### config.mk
export PLATFORM = sky130hd
export DESIGN_NAME = cpod_top
export DESIGN_NICKNAME = d
export VERILOG_FILES = /design/src/rtl/cpod_pkg.sv /design/src/rtl/cpod_top.sv
export SDC_FILE = /design/constraint.sdc
export NUM_CORES = 1
export LEC_CHECK = 0
export BUFFER_PORTS_ARGS = -buffer_cell sky130_fd_sc_hd__clkbuf_2
export CAP_MARGIN = 10
export CORE_ASPECT_RATIO = 1.5
export CORE_MARGIN = 2
export CORE_UTILIZATION = 60
export CTS_CLUSTER_DIAMETER = 40
export DETAILED_ROUTE_END_ITERATION = 10
export PLACE_DENSITY_LB_ADDON = 0.08
export SKIP_LAST_GASP = 1
export SLEW_MARGIN = 20
export SYNTH_ARGS = -nofsm -noshare
export SYNTH_HDL_FRONTEND = slang
export SYNTH_SLANG_ARGS = --single-unit
### constraint.sdc
create_clock -name aclk -period 4.2 [get_ports aclk]
set_input_delay 0 -clock aclk [delete_from_list [all_inputs] [get_ports aclk]]
set_output_delay 0 -clock aclk [all_outputs]
set_load 0.01 [all_outputs]
### src/rtl/cpod_pkg.sv
`default_nettype none
package cpod_pkg;
  // register map, byte addresses on the 32-bit bus
  localparam logic [7:0] REG_OPCODE = 8'h00;
  localparam logic [7:0] REG_DECODE = 8'h04;
  localparam logic [7:0] REG_PC = 8'h08;
  localparam logic [7:0] REG_EXEC = 8'h0c;
  localparam logic [7:0] REG_FLAGS = 8'h10;
  localparam logic [1:0] RESP_OKAY = 2'b00;
  localparam logic [1:0] RESP_SLVERR = 2'b10;
  localparam logic [12:0] PC_RESET = 13'h0000;
  localparam logic [4:0] CCR_RESET = 5'h08;
  // condition code bit positions
  localparam int CC_H = 4;
  localparam int CC_I = 3;
  localparam int CC_N = 2;
  localparam int CC_Z = 1;
  localparam int CC_C = 0;
  // high nibble columns of the opcode map
  localparam logic [3:0] HI_BITBR = 4'h0;
  localparam logic [3:0] HI_BITSC = 4'h1;
  localparam logic [3:0] HI_REL = 4'h2;
  localparam logic [3:0] HI_RMW_DIR = 4'h3;
  localparam logic [3:0] HI_RMW_ACC = 4'h4;
  localparam logic [3:0] HI_RMW_IDX = 4'h5;
  localparam logic [3:0] HI_RMW_IX1 = 4'h6;
  localparam logic [3:0] HI_RMW_IX0 = 4'h7;
  localparam logic [3:0] HI_CTL_A = 4'h8;
  localparam logic [3:0] HI_CTL_B = 4'h9;
  localparam logic [3:0] HI_IMM = 4'ha;
  localparam logic [3:0] HI_DIR = 4'hb;
  localparam logic [3:0] HI_EXT = 4'hc;
  localparam logic [3:0] HI_IX2 = 4'hd;
  localparam logic [3:0] HI_IX1 = 4'he;
  localparam logic [3:0] HI_IX0 = 4'hf;
  // register/memory low nibbles
  localparam logic [3:0] LO_SUB = 4'h0;
  localparam logic [3:0] LO_CMP = 4'h1;
  localparam logic [3:0] LO_SBC = 4'h2;
  localparam logic [3:0] LO_CPX = 4'h3;
  localparam logic [3:0] LO_AND = 4'h4;
  localparam logic [3:0] LO_BIT = 4'h5;
  localparam logic [3:0] LO_LDA = 4'h6;
  localparam logic [3:0] LO_STORE_ACC = 4'h7;
  localparam logic [3:0] LO_EOR = 4'h8;
  localparam logic [3:0] LO_ADC = 4'h9;
  localparam logic [3:0] LO_ORA = 4'ha;
  localparam logic [3:0] LO_ADD = 4'hb;
  localparam logic [3:0] LO_UNCOND_JUMP = 4'hc;
  localparam logic [3:0] LO_JUMP_SUB = 4'hd;
  localparam logic [3:0] LO_LDX = 4'he;
  localparam logic [3:0] LO_STORE_IDX = 4'hf;
  // read-modify-write low nibbles; mask marks the defined ones
  localparam logic [3:0] LO_NEG = 4'h0;
  localparam logic [3:0] LO_COM = 4'h3;
  localparam logic [3:0] LO_LSR = 4'h4;
  localparam logic [3:0] LO_ROR = 4'h6;
  localparam logic [3:0] LO_ASR = 4'h7;
  localparam logic [3:0] LO_LSL = 4'h8;
  localparam logic [3:0] LO_ROL = 4'h9;
  localparam logic [3:0] LO_DEC = 4'ha;
  localparam logic [3:0] LO_INC = 4'hc;
  localparam logic [3:0] LO_TST = 4'hd;
  localparam logic [3:0] LO_CLR = 4'hf;
  localparam logic [15:0] RMW_DEF_MASK = 16'hb7d9;
  // control opcodes
  localparam logic [7:0] OPC_RETURN_FROM_INTERRUPT = 8'h80;
  localparam logic [7:0] OPC_RETURN_FROM_SUB = 8'h81;
  localparam logic [7:0] OPC_SOFTWARE_INTERRUPT = 8'h83;
  localparam logic [7:0] OPC_ACC_TO_INDEX = 8'h97;
  localparam logic [7:0] OPC_CLEAR_CARRY = 8'h98;
  localparam logic [7:0] OPC_SET_CARRY = 8'h99;
  localparam logic [7:0] OPC_CLEAR_MASK = 8'h9a;
  localparam logic [7:0] OPC_SET_MASK = 8'h9b;
  localparam logic [7:0] OPC_STACK_POINTER_RESET = 8'h9c;
  localparam logic [7:0] OPC_NO_OPERATION = 8'h9d;
  localparam logic [7:0] OPC_INDEX_TO_ACC = 8'h9f;
  localparam logic [7:0] OPC_BRANCH_TO_SUB = 8'had;
  // lengths and cycle counts
  localparam logic [1:0] LEN1 = 2'd1;
  localparam logic [1:0] LEN2 = 2'd2;
  localparam logic [1:0] LEN3 = 2'd3;
  localparam logic [3:0] CYC_BITBR = 4'd10;
  localparam logic [3:0] CYC_BITSC = 4'd7;
  localparam logic [3:0] CYC_REL = 4'd4;
  localparam logic [3:0] CYC_RMW_DIR = 4'd6;
  localparam logic [3:0] CYC_RMW_REG = 4'd4;
  localparam logic [3:0] CYC_RMW_IX1 = 4'd7;
  localparam logic [3:0] CYC_RMW_IX0 = 4'd6;
  localparam logic [3:0] CYC_IMPLIED = 4'd2;
  localparam logic [3:0] CYC_RET_INT = 4'd9;
  localparam logic [3:0] CYC_RET_SUB = 4'd6;
  localparam logic [3:0] CYC_SOFT_INT = 4'd11;
  localparam logic [3:0] CYC_BRANCH_SUB = 4'd8;
  localparam logic [3:0] CYC_IMM = 4'd2;
  localparam logic [3:0] CYC_DIR = 4'd4;
  localparam logic [3:0] CYC_EXT = 4'd5;
  localparam logic [3:0] CYC_IX2 = 4'd6;
  localparam logic [3:0] CYC_IX1 = 4'd5;
  localparam logic [3:0] CYC_IX0 = 4'd4;
  localparam logic [3:0] CYC_STORE_ADJ = 4'd1;
  localparam logic [3:0] CYC_JUMP_ADJ = 4'd1;
  localparam logic [3:0] CYC_JSUB_ADJ = 4'd3;

  typedef enum logic [2:0] {
    kind_none = 3'b000, kind_bitbr = 3'b001, kind_bitsc = 3'b010, kind_rel = 3'b011,
    kind_rmw = 3'b100, kind_regmem = 3'b101, kind_ctrl = 3'b110
  } cpod_kind_t;
  typedef enum logic [3:0] {
    mode_none = 4'h0, mode_inh = 4'h1, mode_imm = 4'h2, mode_dir = 4'h3, mode_ext = 4'h4,
    mode_ix2 = 4'h5, mode_ix1 = 4'h6, mode_ix0 = 4'h7, mode_rel = 4'h8, mode_acc = 4'h9,
    mode_idx = 4'ha
  } cpod_mode_t;
  typedef struct packed {
    logic valid;
    cpod_kind_t kind;
    cpod_mode_t mode;
    logic [3:0] op;
    logic [1:0] len;
    logic [3:0] cyc;
    logic [2:0] bitn;
    logic set_form;
  } cpod_dec_t;
endpackage
`default_nettype wire

### src/rtl/cpod_top.sv
// Design decisions made here: the placing of the registers and the AXI4-Lite interface to the registers.
`default_nettype none
module cpod_top import cpod_pkg::*; (
  input wire logic aclk, // core clock, 250 MHz
  input wire logic aresetn, // synchronous reset, active low
  input wire logic [7:0] awaddr, // write address
  input wire logic awvalid, // write address valid
  output logic awready, // write address taken
  input wire logic [31:0] wdata, // write data
  input wire logic [3:0] wstrb, // write byte enables
  input wire logic wvalid, // write data valid
  output logic wready, // write data taken
  output logic [1:0] bresp, // write response
  output logic bvalid, // write response valid
  input wire logic bready, // write response accepted
  input wire logic [7:0] araddr, // read address
  input wire logic arvalid, // read address valid
  output logic arready, // read address taken
  output logic [31:0] rdata, // read data
  output logic [1:0] rresp, // read response
  output logic rvalid, // read data valid
  input wire logic rready // read data accepted
);

  // opcode decoder, shared by the fetch path and the register view
  function automatic cpod_dec_t cpod_decode(input logic [7:0] opc);
    cpod_dec_t d;
    logic [3:0] hi;
    logic [3:0] lo;
    d = '0;
    hi = opc[7:4];
    lo = opc[3:0];
    d.op = lo;
    d.bitn = lo[3:1];
    d.set_form = ~lo[0];
    unique case (hi)
      HI_BITBR: begin
        d.valid = 1'b1;
        d.kind = kind_bitbr;
        d.mode = mode_dir;
        d.len = LEN3;
        d.cyc = CYC_BITBR;
      end
      HI_BITSC: begin
        d.valid = 1'b1;
        d.kind = kind_bitsc;
        d.mode = mode_dir;
        d.len = LEN2;
        d.cyc = CYC_BITSC;
      end
      HI_REL: begin
        d.valid = 1'b1;
        d.kind = kind_rel;
        d.mode = mode_rel;
        d.len = LEN2;
        d.cyc = CYC_REL;
      end
      HI_RMW_DIR, HI_RMW_ACC, HI_RMW_IDX, HI_RMW_IX1, HI_RMW_IX0: begin
        d.valid = RMW_DEF_MASK[lo];
        d.kind = kind_rmw;
        unique case (hi)
          HI_RMW_DIR: {d.mode, d.len, d.cyc} = {mode_dir, LEN2, CYC_RMW_DIR};
          HI_RMW_ACC: {d.mode, d.len, d.cyc} = {mode_acc, LEN1, CYC_RMW_REG};
          HI_RMW_IDX: {d.mode, d.len, d.cyc} = {mode_idx, LEN1, CYC_RMW_REG};
          HI_RMW_IX1: {d.mode, d.len, d.cyc} = {mode_ix1, LEN2, CYC_RMW_IX1};
          default: {d.mode, d.len, d.cyc} = {mode_ix0, LEN1, CYC_RMW_IX0};
        endcase
      end
      HI_CTL_A, HI_CTL_B: begin
        d.kind = kind_ctrl;
        d.mode = mode_inh;
        d.len = LEN1;
        d.valid = 1'b1;
        unique case (opc)
          OPC_RETURN_FROM_INTERRUPT: d.cyc = CYC_RET_INT;
          OPC_RETURN_FROM_SUB: d.cyc = CYC_RET_SUB;
          OPC_SOFTWARE_INTERRUPT: d.cyc = CYC_SOFT_INT;
          OPC_ACC_TO_INDEX, OPC_CLEAR_CARRY, OPC_SET_CARRY, OPC_CLEAR_MASK, OPC_SET_MASK,
          OPC_STACK_POINTER_RESET, OPC_NO_OPERATION, OPC_INDEX_TO_ACC: d.cyc = CYC_IMPLIED;
          default: d.valid = 1'b0;
        endcase
      end
      HI_IMM, HI_DIR, HI_EXT, HI_IX2, HI_IX1, HI_IX0: begin
        d.valid = 1'b1;
        d.kind = kind_regmem;
        unique case (hi)
          HI_IMM: {d.mode, d.len, d.cyc} = {mode_imm, LEN2, CYC_IMM};
          HI_DIR: {d.mode, d.len, d.cyc} = {mode_dir, LEN2, CYC_DIR};
          HI_EXT: {d.mode, d.len, d.cyc} = {mode_ext, LEN3, CYC_EXT};
          HI_IX2: {d.mode, d.len, d.cyc} = {mode_ix2, LEN3, CYC_IX2};
          HI_IX1: {d.mode, d.len, d.cyc} = {mode_ix1, LEN2, CYC_IX1};
          default: {d.mode, d.len, d.cyc} = {mode_ix0, LEN1, CYC_IX0};
        endcase
        // column counts adjusted per instruction
        if (lo == LO_STORE_ACC || lo == LO_STORE_IDX) d.cyc = d.cyc + CYC_STORE_ADJ;
        if (lo == LO_UNCOND_JUMP) d.cyc = d.cyc - CYC_JUMP_ADJ;
        if (lo == LO_JUMP_SUB) d.cyc = d.cyc + CYC_JSUB_ADJ;
        if (opc == OPC_BRANCH_TO_SUB) begin
          {d.kind, d.mode, d.len, d.cyc} = {kind_ctrl, mode_rel, LEN2, CYC_BRANCH_SUB};
        end else if (hi == HI_IMM && (lo == LO_STORE_ACC || lo == LO_STORE_IDX ||
                                       lo == LO_UNCOND_JUMP)) begin
          d.valid = 1'b0;
        end
      end
    endcase
    if (!d.valid) d = '0;
    return d;
  endfunction

  logic [7:0] opcode_q;
  cpod_dec_t dec_q;
  logic [12:0] pc_q;
  logic [4:0] ccr_q, ccr_d;
  logic [7:0] result_q, result_d;
  logic taken_q, taken_d;
  logic bvalid_q, rvalid_q;
  logic [1:0] bresp_q, rresp_q;
  logic [31:0] rdata_q, rdata_d;

  // write channel: address and data taken together while no response is pending
  wire wr_fire = awvalid && wvalid && !bvalid_q;
  wire rd_fire = arvalid && !rvalid_q;
  wire wr_opc = wr_fire && awaddr == REG_OPCODE && wstrb[0];
  wire wr_pc = wr_fire && awaddr == REG_PC;
  wire wr_exec = wr_fire && awaddr == REG_EXEC && wstrb[1] && wstrb[0];
  wire wr_flags = wr_fire && awaddr == REG_FLAGS && wstrb[0];
  wire wr_mapped = awaddr == REG_OPCODE || awaddr == REG_PC || awaddr == REG_EXEC ||
                   awaddr == REG_FLAGS;
  wire rd_mapped = araddr == REG_OPCODE || araddr == REG_DECODE || araddr == REG_PC ||
                   araddr == REG_EXEC || araddr == REG_FLAGS;
  assign awready = wr_fire;
  assign wready = wr_fire;
  assign arready = rd_fire;
  assign bvalid = bvalid_q;
  assign bresp = bresp_q;
  assign rvalid = rvalid_q;
  assign rresp = rresp_q;
  assign rdata = rdata_q;

  // decode of the byte being fetched, and the program counter step it implies
  cpod_dec_t dec_w;
  assign dec_w = cpod_decode(wdata[7:0]);
  wire [12:0] pc_step = {11'h000, dec_w.len};
  wire [12:0] pc_wr = {wstrb[1] ? wdata[12:8] : pc_q[12:8], wstrb[0] ? wdata[7:0] : pc_q[7:0]};

  // read mux; unmapped addresses answer zero with an error
  always_comb begin
    rdata_d = '0;
    if (araddr == REG_OPCODE) rdata_d = {24'h000000, opcode_q};
    if (araddr == REG_DECODE) rdata_d = {10'h000, dec_q};
    if (araddr == REG_PC) rdata_d = {19'h00000, pc_q};
    if (araddr == REG_EXEC) rdata_d = {23'h000000, taken_q, result_q};
    if (araddr == REG_FLAGS) rdata_d = {27'h0000000, ccr_q};
  end

  // execution of the decoded instruction on the written operands:
  // wdata[7:0] is the register operand, wdata[15:8] the memory or stacked byte
  wire [7:0] op_reg = wdata[7:0];
  wire [7:0] op_mem = wdata[15:8];
  wire cin = ccr_q[CC_C];
  always_comb begin
    logic [8:0] sum;
    logic [4:0] hsum;
    logic upd_nz;
    logic addc;
    sum = '0;
    hsum = '0;
    upd_nz = 1'b0;
    addc = dec_q.op == LO_ADC && cin;
    ccr_d = ccr_q;
    result_d = op_reg;
    taken_d = 1'b0;
    unique case (dec_q.kind)
      kind_regmem: begin
        upd_nz = dec_q.op != LO_UNCOND_JUMP && dec_q.op != LO_JUMP_SUB;
        unique case (dec_q.op)
          LO_SUB, LO_CMP, LO_CPX, LO_SBC: begin
            sum = {1'b0, op_reg} - {1'b0, op_mem} - {8'h00, dec_q.op == LO_SBC && cin};
            result_d = sum[7:0];
            ccr_d[CC_C] = sum[8];
          end
          LO_ADD, LO_ADC: begin
            sum = {1'b0, op_reg} + {1'b0, op_mem} + {8'h00, addc};
            hsum = {1'b0, op_reg[3:0]} + {1'b0, op_mem[3:0]} + {4'h0, addc};
            result_d = sum[7:0];
            ccr_d[CC_C] = sum[8];
            ccr_d[CC_H] = hsum[4];
          end
          LO_AND, LO_BIT: result_d = op_reg & op_mem;
          LO_EOR: result_d = op_reg ^ op_mem;
          LO_ORA: result_d = op_reg | op_mem;
          LO_LDA, LO_LDX: result_d = op_mem;
          LO_STORE_ACC, LO_STORE_IDX, LO_UNCOND_JUMP, LO_JUMP_SUB: result_d = op_reg;
        endcase
      end
      kind_rmw: begin
        upd_nz = 1'b1;
        result_d = op_mem;
        unique case (dec_q.op)
          LO_NEG: begin
            result_d = 8'h00 - op_mem;
            ccr_d[CC_C] = op_mem != 8'h00;
          end
          LO_COM: {ccr_d[CC_C], result_d} = {1'b1, ~op_mem};
          LO_LSR: {result_d, ccr_d[CC_C]} = {1'b0, op_mem};
          LO_ROR: {result_d, ccr_d[CC_C]} = {cin, op_mem};
          LO_ASR: {result_d, ccr_d[CC_C]} = {op_mem[7], op_mem};
          LO_LSL: {ccr_d[CC_C], result_d} = {op_mem, 1'b0};
          LO_ROL: {ccr_d[CC_C], result_d} = {op_mem, cin};
          LO_DEC: result_d = op_mem - 8'h01;
          LO_INC: result_d = op_mem + 8'h01;
          LO_CLR: result_d = 8'h00;
          default: result_d = op_mem; // test only
        endcase
      end
      kind_bitbr: begin
        ccr_d[CC_C] = op_mem[dec_q.bitn];
        taken_d = op_mem[dec_q.bitn] == dec_q.set_form;
        result_d = op_mem;
      end
      kind_bitsc: begin
        result_d = op_mem;
        result_d[dec_q.bitn] = dec_q.set_form;
      end
      kind_ctrl: begin
        unique case (opcode_q)
          OPC_RETURN_FROM_INTERRUPT: ccr_d = op_mem[4:0];
          OPC_CLEAR_CARRY: ccr_d[CC_C] = 1'b0;
          OPC_SET_CARRY: ccr_d[CC_C] = 1'b1;
          OPC_CLEAR_MASK: ccr_d[CC_I] = 1'b0;
          OPC_SET_MASK, OPC_SOFTWARE_INTERRUPT: ccr_d[CC_I] = 1'b1;
          default: ccr_d = ccr_q;
        endcase
      end
      kind_rel, kind_none: result_d = op_reg;
      default: result_d = op_reg;
    endcase
    if (upd_nz) begin
      ccr_d[CC_N] = result_d[7];
      ccr_d[CC_Z] = result_d == 8'h00;
    end
  end

  // architectural state: opcode, decode, program counter, flags
  always_ff @(posedge aclk) begin
    if (!aresetn) begin
      opcode_q <= 8'h00;
      dec_q <= '0;
      pc_q <= PC_RESET;
      ccr_q <= CCR_RESET;
      result_q <= 8'h00;
      taken_q <= 1'b0;
    end else begin
      if (wr_opc) opcode_q <= wdata[7:0];
      if (wr_opc) dec_q <= dec_w;
      if (wr_opc) pc_q <= pc_q + pc_step;
      else if (wr_pc) pc_q <= pc_wr;
      if (wr_exec) ccr_q <= ccr_d;
      else if (wr_flags) ccr_q <= wdata[4:0];
      if (wr_exec) result_q <= result_d;
      if (wr_exec) taken_q <= taken_d;
    end
  end

  // bus responses stand until the master accepts them
  always_ff @(posedge aclk) begin
    if (!aresetn) begin
      bvalid_q <= 1'b0;
      bresp_q <= RESP_OKAY;
      rvalid_q <= 1'b0;
      rresp_q <= RESP_OKAY;
      rdata_q <= '0;
    end else begin
      if (wr_fire) bvalid_q <= 1'b1;
      else if (bready) bvalid_q <= 1'b0;
      if (wr_fire) bresp_q <= wr_mapped ? RESP_OKAY : RESP_SLVERR;
      if (rd_fire) rvalid_q <= 1'b1;
      else if (rready) rvalid_q <= 1'b0;
      if (rd_fire) rresp_q <= rd_mapped ? RESP_OKAY : RESP_SLVERR;
      if (rd_fire) rdata_q <= rdata_d;
    end
  end

  wire [3:0] opc_hi = opcode_q[7:4];
  wire [4:0] chk_h = {1'b0, op_reg[3:0]} + {1'b0, op_mem[3:0]};
  wire [1:0] new_len = dec_w.len;
endmodule
`default_nettype wire

; ---- Yosys cells after proc, flatten, opt, wreduce, memory -nomap -nowiden
; Memory sizes are Yosys's and may differ from the RTL's.
; Cells that the tools add are included.
[word_totals]
regBits = 95
mem_bits_ro = 16
in_bits = 59
out_inout_bits = 41
word_cells = 239
memories = 1
[op_classes]
add_sub_neg = 13
order_cmp = 3
n_eq_ne = 78
mux = 58
bitwise_logic = 5
reduce_logical = 59
[memory_table]
columns = name, depth, width, read_ports, rd_clocked_by_memory_dff, write_ports, line
row1 = (no name shown), 16, 1, 1, 0, 0, cpod_top.sv:59  ; d.valid = RMW_DEF_MASK[lo];
[ops]
columns = operator, count
row1 = $eq 8x8->1 const B, 18
row2 = $mux 32, 4
row3 = $pmux 8 s10, 1
row4 = $eq 4x4->1 const B, 19
row5 = $pmux 8 s7, 1
row6 = $pmux 8 s6, 1
row7 = $eq 4x3->1 const B, 9
row8 = $pmux 6 s6, 1
row9 = $eq 8x4->1 const B, 4
row10 = $pmux 4 s4, 2
row11 = $pmux 8 s4, 1
row12 = $pmux 6 s5, 1
row13 = $mux 13, 2
row14 = $logic_not 8->1, 3
row15 = $mux 22, 1
row16 = $mux 4, 5
row17 = $mux 6, 3
row18 = $pmux 6 s3, 1
row19 = $eq 4x2->1 const B, 4
row20 = $eq 8x5->1 const B, 2
row21 = $logic_and 1x1->1, 16
row22 = $mux 8, 2
row23 = $mux 5, 3
row24 = $pmux 3 s5, 1
row25 = other kinds (61), 111

; ---- Logic depth before layout (Yosys ltp)
; Gate-level depths: netlist (run 1).
[logic_depth]
depth_word = 16
ltp_mapped = 19
ltp_nobuf = 17

; ---- Worst setup path before layout (run 1)
; OpenSTA, ideal clock, no wires.
[synth_path]
path_type = in2reg
start = in wdata[1]
end = reg pc_q[12]
setup_ps = 128
t_arrival_ps = 3334
t_required_ps = 4072
path_slack_ps = 738
path_stages = 18
n_path_buf = 2
cell_sequence = clkbuf_1 > inv_1 > ha_1 > a2111o_1 > a21oi_1 > a22o_1 > or3b_1 > clkbuf_1 > and2_1 > ha_1 > fa_1 > and3_1 > and3_1 > nand3_1 > or3_1 > o32ai_1 > a21oi_1 > nor2_1
[synth_rtl]
columns = item, line
row1 = "start, declared", cpod_top.sv:9  ; input wire logic [31:0] wdata,
row2 = "end signal, assigned", cpod_top.sv:256  ; if (wr_opc) pc_q <= pc_q + pc_step;
row3 = "end signal, assigned", cpod_top.sv:257  ; else if (wr_pc) pc_q <= pc_wr;
row4 = "end, declared", cpod_top.sv:112  ; logic [12:0] pc_q;

; ---- Final worst setup path (run 1)
[layout_path]
start = reg dec_q[13] (netlist bit)
end = reg ccr_q[1]
[layout_via]
elab_chain_len = 8
elab_cells_between_ends = 38
classes_between = add/sub (2) / eq/ne (19) / mux (6) / reduce/logical (11)
[layout_rtl]
columns = item, line
row1 = "start, declared", cpod_top.sv:111  ; cpod_dec_t dec_q;
row2 = "start signal, assigned", cpod_top.sv:255  ; if (wr_opc) dec_q <= dec_w;
row3 = $eq 4x4->1 / $eq 4x2->1 (equally long branches), n/a
row4 = "$logic_and 1x1->1, on equally long branches", "cpod_top.sv:169, cpod_top.sv:178"
row5 = $add 9x1->9 / $sub 9x1->9 (equally long branches), "cpod_top.sv:183, cpod_top.sv:178"
row6 = $pmux 8 s7, cpod_top.sv:176  ; unique case (dec_q.op)
row7 = $pmux 8 s4, cpod_top.sv:173  ; unique case (dec_q.kind)
row8 = $logic_not 8->1, cpod_top.sv:240  ; ccr_d[CC_Z] = result_d == 8'h00;
row9 = $mux 2, cpod_top.sv:238  ; if (upd_nz) begin
row10 = $mux 5, cpod_top.sv:258  ; if (wr_exec) ccr_q <= ccr_d;
row11 = "end signal, assigned", cpod_top.sv:258
row12 = "end signal, assigned", cpod_top.sv:259  ; else if (wr_flags) ccr_q <= wdata[4:0];
row13 = "end, declared", cpod_top.sv:113  ; logic [4:0] ccr_q, ccr_d;
; Several ways; a longest one is shown, not always the timed one.
; A chain may end at the register's enable or synchronous reset.

==> summary.txt, run 1 <==
nets@finish = 1,195
outcome = finished, final reports clean
row cnt = 50
Tcrit/Tclk final = 88.6%
CTS Buffer Depth = 2
Initial DRC Count = 811
detailed placement HPWL = 19,600 um
Hold WS = 0.0352 ns
setup violators final = 0
Initial Util = 61.7%
filler instances = 1,161
Mapped Avg Cell Area = 7.37 sq um
Critical Path RT = 4.46 ns
worst vdd ir = 0.217 mV
Remaining DRCs = 0
synth top area cells = dfxtp_1 21%, ha_1 8.1%, a21oi_1 7.1%, nand2_1 5.6%, nor2_1 4.6%
Final Hold Fails = 0
slew margin rel. = 28.2%
R2R Setup Slk = 0.48 ns
Max Clock Freq = 0.269 GHz
Fin Clk Skew = 0.00672 ns
DRT Wirelength = 26,700 um
clk_lat worst skew = 0.34 ns
Post-synth EDFFs = 0
routability congestion estimate = 1.05
TritonCTS clock tree = built
most used flip-flop cell after synthesis = dfxtp_1
drt pass-1 iters = 8
Num CTS Buffers = 9
fin crit period = 3.72 ns
area leader, netlist = dfxtp_1
layout cell share with drive strength beyond 1 = 13.7%
register area share after synthesis = 20.6%
die extent in x = 96.9 um
global-route wire length before repair = 42,500 um
H-tree lvl count = 3
Total GRT Usage = 38.6%
vias in the first global route = 7,944
# IOs = 100
Root Driver = clkbuf_16
Pwr per Cell Area = 239 nW/um^2
initial antenna violation count = 0
CP max FO = 8
GR Overflow Total = 0
Die Y-Extent = 143 um
critical path class = reg -> reg
via-per-instance ratio = 6.83
CTS Sinks = 80
core footprint = 12,600 sq um
wire per inst = 21.5 um
Mapped Cells = 1,053
Yosys top cell area share = 20.6%
Via Count = 8,479
Max Cap Viol = 0
setup repair bufs after CTS = 0
die area = 13,900 sq um
P_leak = 3.30 nW
pin count of the biggest net entering global routing = 45
setup TNS = 0 ns
YS warnings = 0
Slew Limit Fails = 0
RSZ-0062 raised after global routing = false
crit path launch type = flop
FF+latch count, synth = 80
Crit. End Element = flop
Clock transition at path regs = 0.06 ns
antenna cells = 0
Worst Hold Class = in -> reg
Area growth syn-to-layout = 8.40%
post-cts sizing count = 0
Slew @ Worst Pin = 1.07 ns
Post-CTS Hold Buffers = 3
post-synth cell types = 91
# port buffers = 69
remaining antenna violation count = 0
async set-or-reset flop fraction in the synthesized netlist = 0%
cell area after synthesis = 7760 sq um
WP data arrival = 3.98 ns
==> layout make-up <==
class,count,area [sq um],area share (%)
clock buffers,9,225,2.68
clock inverters,7,78.8,0.937
inverters,44,165,1.96
multi-input cells,844,5550,66.0
flip-flops and latches,80,1600,19.0
well taps,156,195,2.32
repair buffers,101,593,7.05
==> sequential cells by signal, indices dropped and copies added, names as in the netlist <==
name / cells
bresp: 1
rresp: 1
pc_q: 13
opcode_q: 8
ccr_q: 5
rdata: 22
dec_q: 19
taken_q: 1
rvalid: 1
bvalid: 1
result_q: 8
==> metal layers <==
layer | up-vias | part of all wire, % | global-route usage (%)
met5 | - | 0 | 0
met4 | 0 | 8.7 | 29.8
met3 | 157 | 8.3 | 5.87
met2 | 501 | 47 | 64.0
met1 | 3928 | 36 | 44.6
li1 | 3893 | - | -
==> cells in the final DEF (no fill, tap or decap), types with 7 or more instances in the layout <==
master,instances
clkbuf_2,69
mux4_2,8
nor2_1,95
nor3_1,25
a21oi_1,110
nand2_1,116
a31oi_1,15
o2111ai_1,9
mux2i_1,13
ha_1,50
dfxtp_1,80
nand2b_1,14
nor4_1,7
a221oi_1,9
and3_1,15
inv_1,38
clkbuf_16,9
nand4_1,7
a22oi_1,19
buf_4,29
a211oi_1,12
nand3_1,47
o21ai_0,58
nor2b_1,13
xor2_1,9
xnor2_1,20
conb_1,12
a22o_1,12
nand3b_1,10
==> final timing paths <==
| check | startpoint | endpoint | cells past startpoint |
|---|---|---|---|
| max | dec_q[13] | ccr_q[1] | 12 |
| min | wvalid | bvalid | 3 |
| max reg2reg | dec_q[13] | ccr_q[1] | 12 |
| min reg2reg | rdata[12] | rdata[12] | 2 |
==> cell usage after synthesis (all sizes together) (6+ instances only) <==
cell / instances
a22oi: 19
fa: 6
o21a: 6
clkbuf: 60
and3: 15
a22o: 12
nand2: 116
mux2i: 14
inv: 39
nor3: 27
nand4: 7
nor2b: 15
o21ai: 59
a221oi: 9
a21oi: 110
buf: 36
o2111ai: 9
nor2: 98
nand3: 48
a311oi: 6
nor4: 7
nand3b: 10
a31oi: 15
ha: 50
xor2: 9
mux4: 8
xnor2: 20
nand2b: 14
o221ai: 6
o22ai: 6
dfxtp: 80
a211oi: 12
a2111oi: 6
==> critical path: stages (launching register included) <==
cell and delay (ns):
dfxtp_1 0.41, nor2_2 0.18, nand3_1 0.18, fa_1 0.46, fa_1 0.41, o21ai_0 0.25
nand2b_1 0.11, xnor2_1 0.28, a21oi_1 0.15, a221oi_1 0.48, nand3_1 0.11, or4_1 0.43
o31ai_2 0.18
==> where the power goes <==
part	switching (W)	total (W)	internal [W]
sequential	0.00000291	0.000767	0.000764
combinational	0.000289	0.000445	0.000156
clock	0.000332	0.000798	0.000466
==> cell families (layout without fill, tap and decap cells) <==
group | count (synthesis) | in the layout | share of synthesized area, %
buf+inv | 140 | 161 | 8.43
xor+xnor | 29 | 29 | 3.27
flops | 80 | 80 | 20.6
simple gates | 383 | 383 | 24.1
compound gates | 337 | 337 | 29.0
fa+ha+maj | 56 | 56 | 9.61
mux | 27 | 27 | 4.90
other cells | 1 | 12 | 0.0483
==> stage by stage <==
stage	instances	area, sq um	utilization, %	setup slack [ns]	total power, W
finish	1241	8410	66.9	0.477	0.00201
global route	1241	8410	66.9	0.290	0.00209
CTS	1241	8410	66.9	0.552	0.00200
detailed placement	1222	8080	64.2	0.514	0.00121
global placement	1222	8080	64.2	0.520	0.00121
floorplan	1064	7800	-	0.738	0.00108
Note: power is estimated with default switching activity, not from simulation.
==> inputs of run 2 (changes only) <==
PLACE_DENSITY = 0.93   (was unset)
PLACE_DENSITY_LB_ADDON = unset   (was 0.08)
RECOVER_POWER = 25   (was unset)
==> summary.txt, run 2 (synthesis results as in run 1) <==
outcome = finished, violations left
failing checks = capacitance limit, slew limit
Root Driver = clkbuf_16
clk_lat worst skew = 0.35 ns
R2R Setup Slk = 0.40 ns
reg2reg end = result_q[7]
die area = 13,900 sq um
global-route wire length before repair = 43,600 um
remaining antenna violation count = 0
vias in the first global route = 8,240
crit path launch type = flop
setup violators final = 0
reg-to-reg startpoint = dec_q[13]
Via Count = 8,783
Worst Hold Class = in -> reg
setup repair bufs after CTS = 0
nets@finish = 1,202
worst vdd ir = 0.215 mV
hold depth = 3
critical path class = reg -> reg
row cnt = 50
# IOs = 100
routability congestion estimate = 1.03
fin crit period = 3.80 ns
utilization after layout = 67.0%
wire per inst = 22.4 um
CTS Sinks = 80
H-tree lvl count = 3
antenna cells = 0
drt pass-1 iters = 7
Num CTS Buffers = 9
Fin Clk Skew = 0.00823 ns
CTS Buffer Depth = 2
P_leak = 3.24 nW
Die Y-Extent = 143 um
Remaining DRCs = 0
via-per-instance ratio = 7.04
slew margin rel. = -115%
Initial DRC Count = 1,055
Pwr per Cell Area = 239 nW/um^2
post-cts sizing count = 0
Initial Util = 61.7%
R2R cell count = 12
WP data arrival = 3.88 ns
DRT Wirelength = 27,900 um
Max Clock Freq = 0.263 GHz
filler instances = 1,096
Final Hold Fails = 0
Crit. End Element = flop
setup TNS = 0 ns
Max Cap Viol = 1
Total GRT Usage = 39.7%
Slew Limit Fails = 73
GR Overflow Total = 0
Slew @ Worst Pin = 3.23 ns
Tcrit/Tclk final = 90.4%
Clock transition at path regs = 0.06 ns
die extent in x = 96.9 um
layout cell share with drive strength beyond 1 = 11.8%
Critical Path RT = 4.28 ns
pin count of the biggest net entering global routing = 73
CP max FO = 35
TritonCTS clock tree = built
Largest register FFs = 22
initial antenna violation count = 0
commonest non-fill, non-tap cells in the layout = 116 x nand2_1, 110 x a21oi_1, 95 x nor2_1
# port buffers = 69
core footprint = 12,600 sq um
detailed placement HPWL = 20,000 um
Area growth syn-to-layout = 8.59%
min-delay src = awaddr[4]
hold endpoint = bresp[1]
Post-CTS Hold Buffers = 3
RSZ-0062 raised after global routing = false
commonest non-fill, non-tap cell in the layout = nand2_1
-- run 2: cell count changes in the layout (fill, tap and decap cells not counted), sizes merged --
| cell | before | now |
|---|---|---|
| clkinvlp | 0 | 1 |
| clkbuf | 78 | 79 |
| clkinv | 9 | 8 |
| buf | 29 | 35 |
-- run 2: critical path, cell delays in order, from the launching register on --
cell and delay, ns:
dfxtp_1 0.34, buf_4 0.38, nor2b_1 0.42, nand2_1 0.31, ha_1 0.41, a21oi_1 0.20, a21oi_1 0.14, o41ai_1 0.42
mux2i_1 0.18, a311oi_1 0.39, a21oi_1 0.17, nand2_1 0.10, a21oi_1 0.06
-- run 2: cell type report --
cell class	instances	area, sq um	area share, %
Multi-Input combinational cell	844	5550	65.9
Sequential cell	80	1600	19.0
Timing Repair Buffer	108	609	7.23
Clock buffer	9	225	2.67
Tap cell	156	195	2.32
Inverter	44	165	1.96
Clock inverter	7	77.6	0.921
-- run 2: per-layer routing --
| metal | wire (um) | track usage [%] |
|---|---|---|
| met1 | 9400 | 44.0 |
| met2 | 12800 | 66.4 |
| met3 | 2940 | 6.85 |
| met5 | 0 | 0 |
| met4 | 2750 | 32.8 |
-- run 2: metrics by stage --
stage               cell area, sq um  hold slack (ns)  power (W)  setup WS (ns)  instances
global route                    8430           0.0507    0.00209          0.118       1248
detailed placement              8130            0.267    0.00122          0.389       1229
finish                          8430           0.0266    0.00202          0.402       1248
floorplan                       7800            0.136    0.00108          0.738       1064
global placement                8130            0.267    0.00120          0.462       1229
CTS                             8460           0.0187    0.00200          0.504       1248
-- run 2: how the worst max path moves through the flow --
stage,start,end,slack [ns],cells after the start
3_5_place_dp,wdata[1],pc_q[12],0.39,18
3_3_place_gp,wdata[1],pc_q[12],0.46,18
5_1_grt,dec_q[13],result_q[7],0.12,12
4_1_cts,dec_q[13],ccr_q[2],0.50,12
2_1_floorplan,wdata[1],pc_q[12],0.74,18
6_report,dec_q[13],result_q[7],0.40,12
-- run 2: power breakdown --
group	switching [W]	internal [W]	total (W)
clock network	0.000334	0.000465	0.000799
logic	0.000291	0.000159	0.000450
registers	0.00000284	0.000764	0.000767
==> inputs of run 3 (changes only) <==
CORE_UTILIZATION = 54   (was 60)
PLACE_DENSITY = 0.89   (was 0.93)
clock period = 3.36 ns   (was 4.2 ns; I/O delays follow)
==> summary.txt, run 3 (synthesis results as in run 1) <==
Total GRT Usage = 36.7%
reg-to-reg startpoint = ccr_q[0]
fin crit period = 3.33 ns
commonest non-fill, non-tap cells in the layout = 115 x nand2_1, 107 x a21oi_1, 95 x nor2_1
die area = 15,400 sq um
Num CTS Buffers = 9
R2R Setup Slk = 0.03 ns
Critical Path Source = ccr_q[0]
Fin Clk Skew = 0.00940 ns
RSZ-0062 raised after global routing = true
slowest library cell on the worst path = or4_1
Slew Limit Fails = 0
Area growth syn-to-layout = 15.8%
detailed placement HPWL = 20,800 um
GR Overflow Total = 0
outcome = finished, final reports clean
CP top delay family = simple AND/OR/NAND/NOR gates
Clock transition at path regs = 0.06 ns
Max Clock Freq = 0.300 GHz
peak per-stage delay on the critical path = 0.56 ns
Largest register FFs = 22
WP data arrival = 3.60 ns
Hold WS = 0.0384 ns
commonest non-fill, non-tap cell in the layout = nand2_1
TritonCTS clock tree = built
Via Count = 8,941
die extent in x = 102 um
remaining antenna violation count = 0
Slew @ Worst Pin = 0.837 ns
H-tree lvl count = 3
critical path class = reg -> reg
antenna cells = 0
area of the multi-input gates = 5610 sq um
register area = 1610 sq um
Pwr per Cell Area = 294 nW/um^2
hold endpoint = bvalid
Root Driver = clkbuf_16
vias in the first global route = 8,278
Inst Count DP = 1,320
global-route wire length before repair = 43,800 um
fin cells = 1,339
min-delay src = awvalid
setup violators final = 0
Remaining DRCs = 0
clk_lat worst skew = 0.35 ns
Worst Hold Class = in -> reg
wire per inst = 21.4 um
slew margin rel. = 44.0%
nets@finish = 1,257
CTS Buffer Depth = 2
Crit. End Element = flop
# IOs = 100
worst path bufs/invs = 0
Tcrit/Tclk final = 99.1%
Final Hold Fails = 0
Die Y-Extent = 151 um
pin count of the biggest net entering global routing = 45
initial antenna violation count = 0
via-per-instance ratio = 6.68
Critical Path RT = 3.62 ns
hold depth = 3
DRT Wirelength = 28,600 um
drt pass-1 iters = 7
worst vdd ir = 0.304 mV
layout cell share with drive strength beyond 1 = 17.4%
Critical Path Stages = 11
row cnt = 53
reg2reg end = ccr_q[1]
# port buffers = 69
CP max FO = 5
CTS Sinks = 80
routability congestion estimate = 1.10
crit path launch type = flop
Critical Path, Cell by Cell = nand3_1, fa_2, ha_1, nor4_1, a211oi_1, xor2_1, o21ai_0, a41oi_1, a211o_1, or4_1, o31ai_2
Max Cap Viol = 0
Initial Util = 55.2%
core footprint = 14,100 sq um
filler instances = 1,276
Initial DRC Count = 1,030
P_leak = 3.54 nW
R2R cell count = 11
-- run 3: changes by cell type in the layout (fill, tap and decap cells not counted), sizes merged --
cell and change:
buf +56, bufinv +1, clkbuf -1, clkinv -2, clkinvlp +1
-- run 3: worst reg2reg max path, stage by stage (launching register included) --
cell and delay, ns:
dfxtp_1 0.52, nand3_1 0.19, fa_2 0.40, ha_1 0.23, nor4_1 0.32, a211oi_1 0.14, xor2_1 0.15, o21ai_0 0.15
a41oi_1 0.06, a211o_1 0.34, or4_1 0.56, o31ai_2 0.18
-- run 3: worst max path at each step --
stage | end | slack, ns
detailed placement | pc_q[12] | -0.05
CTS | ccr_q[1] | 0.02
floorplan | pc_q[12] | 0.02
global route | ccr_q[1] | -0.005
global placement | ccr_q[0] | -0.01
finish | ccr_q[1] | 0.03
-- run 3: stage by stage --
step	setup TNS, ns	area (sq um)	utilization (%)	power [W]	setup slack, ns
4_1_cts	0	8950	63.7	0.00262	0.0202
3_3_place_gp	-0.0123	8590	61.1	0.00154	-0.0123
3_5_place_dp	-0.0891	8590	61.1	0.00156	-0.0453
5_1_grt	-0.00460	8990	63.9	0.00272	-0.00460
6_report	0	8990	63.9	0.00264	0.0293
2_1_floorplan	0	7810	-	0.00135	0.0165
-- run 3: timing repair --
action                     in CTS  in global routing
hold endpoints to repair        3                  0
hold buffers                    3                  0
setup endpoints to repair       2                  6
buffers inserted                0                  0
pin swaps                       0                  2
resized for setup               2                 20
-- run 3: area by class of cell --
type,instances,area share (%)
inverter,44,1.84
tap,192,2.67
clock inverter,7,1.13
multi-input combinational,844,62.5
clock buffer,9,2.51
sequential,80,17.9
timing repair buffer,163,11.5
-- run 3: layer usage --
metal / vias to the layer above / routed length [um] / track usage (%)
li1: 4018 / - / -
met2: 654 / 13200 / 59.9
met5: - / 0 / 0
met4: 0 / 2160 / 23.9
met3: 169 / 2910 / 7.66
met1: 4100 / 10300 / 42.9
-- run 3: where the power goes --
group,switching (W),internal [W],leakage [nW]
registers,0.00000383,0.000955,0.647
logic,0.000375,0.000235,2.74
clock network,0.000417,0.000657,0.153
